==> src/include/rftxg_pkg.sv <==
// Purpose: shared constants and types for the transmit guard and power control block
// Assumes: APB with 32-bit data, one aligned word per register
// Notes: offsets are byte addresses
`default_nettype none
package rftxg_pkg;
    localparam logic [7:0] TX_CLOCK_CONTROL_OFS = 8'h00;
    localparam logic [7:0] TX_CONTROL_OFS = 8'h04;
    localparam logic [7:0] GUARD_CFG_OFS = 8'h08;
    localparam logic [7:0] SEQ_CTRL_OFS = 8'h0C;
    localparam logic [7:0] DRIVE_CFG_OFS = 8'h10;
    localparam logic [7:0] STATUS_OFS = 8'h14;

    // clock mode codes
    localparam logic [2:0] CLK_HIGH_Z = 3'h0;
    localparam logic [2:0] CLK_FORCE_LOW = 3'h1;
    localparam logic [2:0] CLK_FORCE_HIGH = 3'h2;
    localparam logic [2:0] CLK_LOW_PULL = 3'h5;
    localparam logic [2:0] CLK_HIGH_PUSH = 3'h6;
    localparam logic [2:0] CLK_PUSH_PULL = 3'h7;

    localparam logic [4:0] CARRIER_FULL = 5'h00;
    localparam logic [4:0] CARRIER_NONE = 5'h1F;
    localparam logic [3:0] GEAR_MAX = 4'hE;
    localparam logic [7:0] GUARD_OFF = 8'h00;

    // guard time unit in ns and in clock cycles
    localparam int GUARD_UNIT_NS = 1000;
    localparam int CLK_PERIOD_NS = 40;
    localparam int GUARD_UNIT_CYC = GUARD_UNIT_NS / CLK_PERIOD_NS;
    localparam logic [7:0] GUARD_UNIT_CYC_W = 8'(GUARD_UNIT_CYC);
    localparam logic [7:0] ONE8 = 8'h01;
    localparam logic [15:0] ONE16 = 16'h0001;
    localparam logic [3:0] ONE4 = 4'h1;

    // field positions
    localparam int CM_LSB = 0;
    localparam int SCM_LSB = 4;
    localparam int RC_LSB = 0;
    localparam int SRC_LSB = 8;
    localparam int SYNC_BIT = 8;
    localparam int RFON_BIT = 9;
    localparam int MULTI_BIT = 10;
    localparam int GO_BIT = 0;
    localparam int GMIN_LSB = 0;
    localparam int GMAX_LSB = 8;
    localparam int GCNT_LSB = 16;
    localparam int IVL_LSB = 24;

    typedef struct packed {
        logic [2:0] clock_mode;
        logic [4:0] carrier_level;
        logic [3:0] gear;
    } rftxg_drive_t;

    typedef enum logic [3:0] {
        RFTXG_IDLE = 4'h1,
        RFTXG_GUARD = 4'h2,
        RFTXG_WAIT_GRID = 4'h4,
        RFTXG_SEND = 4'h8
    } rftxg_state_t;
endpackage
`default_nettype wire

==> src/hdl/rftxg_core.sv <==
// Purpose: transmit guard timer, modulation drive select and load-adaptive gear stepping
// Assumes: all inputs synchronous to pclk
// Notes: with the TX clock mode field at push-pull and no overshoot, the regulation loop trims the carrier code by the measured modulation error
//
// Added by the designer: the APB interface to the registers and the address map.
`timescale 1ns/1ns
`default_nettype none

module rftxg_core (
    // clock and reset
    input wire logic pclk,
    input wire logic presetn,
    input wire logic clk_en,
    // apb slave
    input wire logic psel,
    input wire logic penable,
    input wire logic pwrite,
    input wire logic [7:0] paddr,
    input wire logic [31:0] pwdata,
    output logic [31:0] prdata,
    output logic pready,
    output logic pslverr,
    // receiver and field events
    input wire logic rx_end,
    input wire logic rx_emd_restart,
    input wire logic field_on,
    input wire logic bit_grid_tick,
    input wire logic send_cmd,
    input wire logic tx_done,
    // shaping and modulation
    input wire logic shaping_active,
    input wire logic overshoot_active,
    input wire logic [4:0] mod_error_trim,
    input wire logic [7:0] gain_value,
    // drive outputs
    output logic tx_start,
    output logic tx_busy,
    output rftxg_pkg::rftxg_drive_t drive
);
    logic [7:0] tx_clock_control_reg_q;
    logic [15:0] tx_control_reg_q;
    logic [15:0] guard_cfg_q;
    logic [31:0] drive_cfg_q;
    logic go_q;
    logic [7:0] guard_cnt_q;
    logic [7:0] unit_cnt_q;
    logic [15:0] meas_cnt_q;
    logic [3:0] gear_q;
    logic [4:0] carrier_q;
    logic [2:0] clock_mode_q;
    rftxg_pkg::rftxg_state_t state_q;
    rftxg_pkg::rftxg_state_t state_d;
    logic wr_en;
    logic rd_en;
    logic guard_start;
    logic guard_done;
    logic meas_tick;
    logic [2:0] tx_clock_mode_field;
    logic [2:0] shaping_period_clock_mode;
    logic [4:0] carrier_field;
    logic [4:0] shaping_period_carrier_level;
    logic bit_grid_sync_en;
    logic guard_on_field_up_en;
    logic multi_rx_en;
    logic [7:0] guard_setting;
    logic [3:0] gear_min;
    logic [3:0] gear_max;
    logic [7:0] gain_hi;
    logic [7:0] gain_lo;
    logic [7:0] measure_interval_setting;

    // saturating add of a trim to a five-bit carrier code
    function automatic logic [4:0] sat_add(input logic [4:0] a, input logic [4:0] b);
        logic [5:0] s;
        s = {1'b0, a} + {1'b0, b};
        sat_add = s[5] ? rftxg_pkg::CARRIER_NONE : s[4:0];
    endfunction

    assign wr_en = psel && penable && pwrite && clk_en;
    assign rd_en = psel && !penable && !pwrite;
    assign pready = 1'b1;
    assign tx_clock_mode_field = tx_clock_control_reg_q[rftxg_pkg::CM_LSB +: 3];
    assign shaping_period_clock_mode = tx_clock_control_reg_q[rftxg_pkg::SCM_LSB +: 3];
    assign carrier_field = tx_control_reg_q[rftxg_pkg::RC_LSB +: 5];
    assign shaping_period_carrier_level = tx_control_reg_q[rftxg_pkg::SRC_LSB +: 5];
    assign guard_setting = guard_cfg_q[7:0];
    assign bit_grid_sync_en = guard_cfg_q[rftxg_pkg::SYNC_BIT];
    assign guard_on_field_up_en = guard_cfg_q[rftxg_pkg::RFON_BIT];
    assign multi_rx_en = guard_cfg_q[rftxg_pkg::MULTI_BIT];
    assign gear_min = drive_cfg_q[rftxg_pkg::GMIN_LSB +: 4];
    assign gear_max = drive_cfg_q[rftxg_pkg::GMAX_LSB +: 4];
    assign gain_lo = drive_cfg_q[rftxg_pkg::GCNT_LSB +: 8];
    assign gain_hi = {drive_cfg_q[rftxg_pkg::GCNT_LSB + 4 +: 4], 4'hF};
    assign measure_interval_setting = drive_cfg_q[rftxg_pkg::IVL_LSB +: 8];

    // ==========================================
    // register writes
    always_ff @(posedge pclk or negedge presetn) begin
        if (!presetn) begin
            tx_clock_control_reg_q <= 8'h00;
            tx_control_reg_q <= 16'h0000;
            guard_cfg_q <= 16'h0000;
            drive_cfg_q <= 32'h0000_0000;
        end else if (wr_en) begin
            if (paddr == rftxg_pkg::TX_CLOCK_CONTROL_OFS) begin
                tx_clock_control_reg_q <= pwdata[7:0];
            end else if (paddr == rftxg_pkg::TX_CONTROL_OFS) begin
                tx_control_reg_q <= pwdata[15:0];
            end else if (paddr == rftxg_pkg::GUARD_CFG_OFS) begin
                guard_cfg_q <= pwdata[15:0];
            end else if (paddr == rftxg_pkg::DRIVE_CFG_OFS) begin
                drive_cfg_q <= pwdata;
            end
        end
    end

    // ==========================================
    // register reads, data registered in setup phase
    always_ff @(posedge pclk or negedge presetn) begin
        if (!presetn) begin
            prdata <= 32'h0000_0000;
            pslverr <= 1'b0;
        end else if (clk_en && rd_en) begin
            pslverr <= 1'b0;
            if (paddr == rftxg_pkg::TX_CLOCK_CONTROL_OFS) begin
                prdata <= {24'h000000, tx_clock_control_reg_q};
            end else if (paddr == rftxg_pkg::TX_CONTROL_OFS) begin
                prdata <= {16'h0000, tx_control_reg_q};
            end else if (paddr == rftxg_pkg::GUARD_CFG_OFS) begin
                prdata <= {16'h0000, guard_cfg_q};
            end else if (paddr == rftxg_pkg::SEQ_CTRL_OFS) begin
                prdata <= {31'h00000000, go_q};
            end else if (paddr == rftxg_pkg::DRIVE_CFG_OFS) begin
                prdata <= drive_cfg_q;
            end else if (paddr == rftxg_pkg::STATUS_OFS) begin
                prdata <= {8'h00, guard_cnt_q, 4'h0, state_q, 4'h0, gear_q};
            end else begin
                prdata <= 32'h0000_0000;
                pslverr <= 1'b1;
            end
        end else if (clk_en && psel && !penable) begin
            prdata <= 32'h0000_0000;
            pslverr <= !(paddr <= rftxg_pkg::STATUS_OFS && paddr[1:0] == 2'b00);
        end
    end

    // ==========================================
    // transmit go flag
    always_ff @(posedge pclk or negedge presetn) begin
        if (!presetn) begin
            go_q <= 1'b0;
        end else if (clk_en) begin
            if ((wr_en && paddr == rftxg_pkg::SEQ_CTRL_OFS && pwdata[rftxg_pkg::GO_BIT])
                    || send_cmd) begin
                go_q <= 1'b1;
            end else if (tx_start) begin
                go_q <= 1'b0;
            end
        end
    end
    go_set_a: assert property (@(posedge pclk) disable iff (!presetn)
        clk_en && send_cmd |=> go_q)
        else $error("go flag not set by send command");

    // ==========================================
    // guard timer
    // start at reception end
    // no start on restart or multi
    assign guard_start = (rx_end && !rx_emd_restart && !multi_rx_en)
        || (field_on && guard_on_field_up_en);
    assign guard_done = (guard_cnt_q == 8'h00) || (guard_setting == rftxg_pkg::GUARD_OFF);

    always_ff @(posedge pclk or negedge presetn) begin
        if (!presetn) begin
            guard_cnt_q <= 8'h00;
            unit_cnt_q <= 8'h00;
        end else if (clk_en) begin
            if (guard_start && guard_setting != rftxg_pkg::GUARD_OFF) begin
                guard_cnt_q <= guard_setting;
                unit_cnt_q <= rftxg_pkg::GUARD_UNIT_CYC_W - rftxg_pkg::ONE8;
            end else if (guard_cnt_q != 8'h00) begin
                if (unit_cnt_q == 8'h00) begin
                    unit_cnt_q <= rftxg_pkg::GUARD_UNIT_CYC_W - rftxg_pkg::ONE8;
                    guard_cnt_q <= guard_cnt_q - rftxg_pkg::ONE8;
                end else begin
                    unit_cnt_q <= unit_cnt_q - rftxg_pkg::ONE8;
                end
            end
        end
    end
    guard_load_a: assert property (@(posedge pclk) disable iff (!presetn)
        clk_en && guard_start && guard_setting != rftxg_pkg::GUARD_OFF
        |=> guard_cnt_q == $past(guard_setting))
        else $error("guard count not loaded at start");
    restart_skip_a: assert property (@(posedge pclk) disable iff (!presetn)
        clk_en && rx_end && (rx_emd_restart || multi_rx_en) && !field_on && guard_cnt_q == 8'h00
        |=> guard_cnt_q == 8'h00) else $error("guard started on restart");

    // ==========================================
    // transmit sequencer
    always_comb begin
        state_d = state_q;
        case (state_q)
            rftxg_pkg::RFTXG_IDLE: begin
                if (guard_start && guard_setting != rftxg_pkg::GUARD_OFF) begin
                    state_d = rftxg_pkg::RFTXG_GUARD;
                end else if (go_q && guard_done) begin
                    state_d = rftxg_pkg::RFTXG_SEND;
                end
            end
            rftxg_pkg::RFTXG_GUARD: begin
                if (guard_done) begin
                    if (go_q) begin
                        state_d = rftxg_pkg::RFTXG_SEND;
                    end else if (bit_grid_sync_en) begin
                        state_d = rftxg_pkg::RFTXG_WAIT_GRID;
                    end else begin
                        state_d = rftxg_pkg::RFTXG_IDLE;
                    end
                end
            end
            rftxg_pkg::RFTXG_WAIT_GRID: begin
                if (go_q && bit_grid_tick && guard_done) begin
                    state_d = rftxg_pkg::RFTXG_SEND;
                end
            end
            rftxg_pkg::RFTXG_SEND: begin
                if (tx_done) begin
                    state_d = rftxg_pkg::RFTXG_IDLE;
                end
            end
            default: state_d = rftxg_pkg::RFTXG_IDLE;
        endcase
    end

    always_ff @(posedge pclk or negedge presetn) begin
        if (!presetn) begin
            state_q <= rftxg_pkg::RFTXG_IDLE;
            tx_start <= 1'b0;
        end else if (clk_en) begin
            state_q <= state_d;
            tx_start <= (state_d == rftxg_pkg::RFTXG_SEND) && (state_q != rftxg_pkg::RFTXG_SEND);
        end
    end
    assign tx_busy = (state_q == rftxg_pkg::RFTXG_SEND);
    guard_hold_a: assert property (@(posedge pclk) disable iff (!presetn)
        clk_en && !guard_done |=> !tx_start)
        else $error("transmission started inside guard period");
    expiry_start_a: assert property (@(posedge pclk) disable iff (!presetn)
        clk_en && state_q == rftxg_pkg::RFTXG_GUARD && guard_done && go_q |=> tx_start)
        else $error("no start at guard expiry");

    // ==========================================
    // drive selection
    always_ff @(posedge pclk or negedge presetn) begin
        if (!presetn) begin
            clock_mode_q <= rftxg_pkg::CLK_HIGH_Z;
            carrier_q <= rftxg_pkg::CARRIER_FULL;
        end else if (clk_en) begin
            clock_mode_q <= shaping_active ? shaping_period_clock_mode : tx_clock_mode_field;
            if (overshoot_active) begin
                carrier_q <= shaping_period_carrier_level;
            end else if (tx_clock_mode_field == rftxg_pkg::CLK_PUSH_PULL) begin
                carrier_q <= sat_add(carrier_field, mod_error_trim);
            end else begin
                carrier_q <= carrier_field;
            end
        end
    end
    shaping_mode_a: assert property (@(posedge pclk) disable iff (!presetn)
        clk_en && shaping_active |=> drive.clock_mode == $past(shaping_period_clock_mode))
        else $error("shaping clock mode not applied");

    // ==========================================
    // load-adaptive drive gear
    // sample on interval
    assign meas_tick = (meas_cnt_q == 16'h0000);
    always_ff @(posedge pclk or negedge presetn) begin
        if (!presetn) begin
            meas_cnt_q <= 16'h0000;
            gear_q <= 4'h0;
        end else if (clk_en) begin
            meas_cnt_q <= meas_tick ? {measure_interval_setting, 8'hFF}
                : meas_cnt_q - rftxg_pkg::ONE16;
            if (meas_tick) begin
                // max steps down, min steps up
                if (gain_value > gain_hi && gear_q > gear_min) begin
                    gear_q <= gear_q - rftxg_pkg::ONE4;
                end else if (gain_value < gain_lo && gear_q < gear_max
                        && gear_q < rftxg_pkg::GEAR_MAX) begin
                    gear_q <= gear_q + rftxg_pkg::ONE4;
                end
            end
        end
    end

    assign drive = '{clock_mode: clock_mode_q, carrier_level: carrier_q, gear: gear_q};
endmodule
`default_nettype wire

==> config.mk <==
export PLATFORM = sky130hd
export DESIGN_NAME = rftxg_core
export DESIGN_NICKNAME = d
export VERILOG_FILES = /design/src/include/rftxg_pkg.sv /design/src/hdl/rftxg_core.sv
export SDC_FILE = /design/constraint.sdc
export NUM_CORES = 1
export LEC_CHECK = 0
export BUFFER_PORTS_ARGS = -buffer_cell sky130_fd_sc_hd__buf_2
export CAP_MARGIN = 25
export CORE_AREA = 5 5 142 144
export CTS_CLUSTER_DIAMETER = 100
export DETAILED_ROUTE_END_ITERATION = 6
export DIE_AREA = 0 0 147 149
export GPL_TIMING_DRIVEN = 1
export PLACE_DENSITY_LB_ADDON = 0.3
export SLEW_MARGIN = 20
export SYNTH_ARGS = -nofsm -noshare
export SYNTH_HDL_FRONTEND = slang
export SYNTH_SLANG_ARGS = --single-unit
==> constraint.sdc <==
create_clock -name pclk -period 2.73 [get_ports pclk]
set_clock_uncertainty 0.1 [all_clocks]
set_input_delay 0.273 -clock pclk [delete_from_list [all_inputs] [get_ports pclk]]
set_output_delay 0.273 -clock pclk [all_outputs]
set_load 0.02 [all_outputs]
==> results.cfg <==
[setup_path]
reg2reg_slack_ns = 0.09
worst-path-max-fanout = 5
r2r_end = state_q[3]$_DFFE_PN0P_
start_kind = register
r2r-start = guard_cnt_q[1]$_DFFE_PN0P_
ff2ff_path_depth = 8
worstSetupPathType = register to register
endpoint_kind = register
arrival_ns = 2.86
cp_data_required_time_ns = 2.95

[global_route]
grt_antenna_before_repair = 0
grt.total_usage_pct = 20.60
grt_pass1_wl_mm = 35.85
grt_pass1_vias = 6745
grt-ovfl-total = 0
grt_max_degree = 64

[place]
dp.cells = 1168
post_dp_cell_area_sq_um = 9228
portBuffers = 113
place.gp.congestion = 0.8578
hpwlAfterDp_mm = 16.19

[layout]
drive_gt1_share_pct = 27.14
fillers = 1670
final_cell_area_sq_um = 10040
finalNetCount = 1073
seqCellArea_sq_um = 3882
fin_cells = 1225
multi_input_area_sq_um = 4041
num_antenna_cells = 0
syn_to_final_growth_pct = 22.02

[route]
vias = 6894
routed_wl_mm = 22.56
viasPerCell = 5.628
drt_iter0_drc = 427
ant_nets = 0
drtPass1Iterations = 5
route.detailed.drc = 0
post_drt_wl_per_cell_microns = 18.42

[synthesis]
synth.most_common_cell = dfrtp_1
syn_nets = 918
synth_edf_count = 0
yosys_warnings = 0
synth.top_cells.by_count = dfrtp_1 (154), nand2_1 (99), o21ai_0 (72), nor2_1 (49), a21oi_1 (47)
syn-cell-area_sq_um = 8228
synth_top_area_cell = dfrtp_1
postSynthAreaPerCell_sq_um = 9.997
seq_area_frac_synth_pct = 47.16
synth-main-ff-cell = dfrtp_1
synth_area_leaders = dfrtp_1 (47%), mux2_2 (5.3%), nand2_1 (4.5%), o21ai_0 (4.4%), ha_1 (4.0%)
yosys_register_bits = 155
syn_inst = 823
synth_top_area_share_pct = 46.84
synthDistinctLibCells = 78
async_flop_share_pct = 100.0

[sta]
period_share_pct = 96.71
period_needed_ns = 2.640
max_slew_margin_pct = 56.41
fmax_ghz = 0.3788
slew_violations = 0
finalHoldViolations = 0
setup_viol = 0
worst_slew_pin_slew_ns = 0.6524

[clock_network]
htree_levels = 4
clkSinkCount = 155
cts_tree = built
clk_pin_slew_ns = 0.06
cts_buffer_depth = 2
numCtsBuffers = 17
clk_latency_ns = 0.43
root_buffer = clkbuf_16

[run_status]
status = completed

[power]
power.density_nw_per_um2 = 600.2
power_mw = 6.026
leakage_nw = 4.931
ir_drop_uv = 436.8

[worst_hold_path]
hold-path-cell-count = 2
hold_end = tx_control_reg_q[12]$_DFFE_PN0P_
min_from = pwdata[12]
min_path_type = input pin to register

[floorplan]
die_w_microns = 147
fp.coreArea_sq_um = 18580
ios = 115
die_y_microns = 149
start_util_pct = 44.28
die_area_sq_um = 21900
rows = 50

[job]
max-cap-violations = 0
-- final cells by class --
cell class,count,area share (%)
Clock buffer,23,4.761
Clock inverter,9,0.6231
Inverter,40,1.496
Multi-Input combinational cell,588,40.25
Sequential cell,155,38.67
Tap cell,234,2.916
Timing Repair Buffer,176,11.28
-- through the flow --
step                      setup slack (ns)  hold slack [ns]  setup TNS (ns)  utilization (%)
after global routing              -0.02192         0.008637        -0.03032            54.03
final                              0.08991          0.01682               0            54.03
after floorplan                    0.01211          -0.1226               0                -
after global placement              0.1177           0.2169               0            49.66
after CTS                          0.03742         0.001128               0            53.65
after detailed placement           0.06533           0.1974               0            49.66
-- kinds of logic (layout without fill, tap and decap cells) --
kind of cell,count (synthesis),in the layout,synth area share [%]
buf+inv,80,248,4.197
compound gates,233,233,18.32
mux,65,65,9.717
flops,155,155,47.16
fa+ha+maj,28,28,4.440
simple gates,253,253,15.27
other cells,1,1,0.04558
xor+xnor,8,8,0.8516
-- critical path, cell delays in order, from the launching register on --
cell and delay, ns:
dfrtp_1 0.40, inv_2 0.09, ha_4 0.13, or4b_4 0.47
or4_4 0.61, and2_4 0.18, o221a_1 0.26, nand4b_1 0.19
o311ai_1 0.10
-- state kept, by name, summed over array words and instances, names as in the netlist --
signal,cells
carrier_q,5
clock_mode_q,3
drive_cfg_q,32
gear_q,4
go_q,1
guard_cfg_q,16
guard_cnt_q,8
meas_cnt_q,16
prdata,32
pslverr,1
state_q,4
tx_clock_control_reg_q,8
tx_control_reg_q,16
tx_start,1
unit_cnt_q,8
-- routing by layer --
layer  vias to the layer above  GRT usage [%]  wire length (microns)
met4                         0          6.244                    451
li1                       3290              -                      -
met3                        29          4.224                   1195
met1                      3374          28.60                  10520
met5                         -              0                      0
met2                       201          32.75                  10390
-- timing repair --
| action | CTS | global route |
|---|---|---|
| hold endpoints to repair | 80 | 0 |
| resized for setup | 0 | 9 |
| buffers inserted | 0 | 5 |
| hold buffers | 20 | 0 |
| endpoints found under the setup margin | 0 | 2 |
-- power by group --
| group | leakage [nW] | switching (mW) | internal, mW |
|---|---|---|---|
| Combinational | 2.68 | 0.593 | 0.482 |
| Clock | 0.256 | 0.946 | 1.24 |
| Sequential | 2.00 | 0.255 | 2.51 |
-- worst max-delay path by stage --
stage | start | end | slack (ns)
floorplan | gear_q[1]$_DFFE_PN0P_ | gear_q[3]$_DFFE_PN0P_ | 0.01
global placement | gain_value[5] | gear_q[3]$_DFFE_PN0P_ | 0.12
detailed placement | drive_cfg_q[21]$_DFFE_PN0P_ | gear_q[3]$_DFFE_PN0P_ | 0.07
CTS | drive_cfg_q[21]$_DFFE_PN0P_ | gear_q[3]$_DFFE_PN0P_ | 0.04
global route | drive_cfg_q[21]$_DFFE_PN0P_ | gear_q[3]$_DFFE_PN0P_ | -0.02
finish | guard_cnt_q[1]$_DFFE_PN0P_ | state_q[3]$_DFFE_PN0P_ | 0.09
-- cells in the final DEF, fill, tap and decap left out, types with 4 or more instances in the layout --
cell type	synthesis	final
a31oi_1	4	4
xnor2_1	7	7
clkinvlp_4	0	4
or3_1	6	6
buf_2	3	112
nor3b_1	4	4
and3_1	4	4
o21a_1	7	7
a21oi_1	47	46
ha_1	26	24
nand2_1	99	99
mux2i_1	6	6
o221ai_1	4	4
buf_4	3	40
clkbuf_16	0	17
a21o_1	4	4
a21boi_0	5	5
mux2_2	39	39
dfrtp_1	154	152
mux2_4	20	20
nor2b_1	7	7
nor2_1	49	49
dlygate4sd3_1	0	20
nor4_1	4	4
a211oi_1	5	4
inv_1	40	37
o31ai_1	7	7
o21ai_0	72	71
o41ai_1	5	5
o22ai_1	8	8
nand3_1	14	14
nand3b_1	6	6
nand2b_1	11	11
a22o_1	15	15
nor3_1	18	18
nand4_1	8	8
a22oi_1	17	17
No activity file was read; power rests on OpenSTA's default activity.
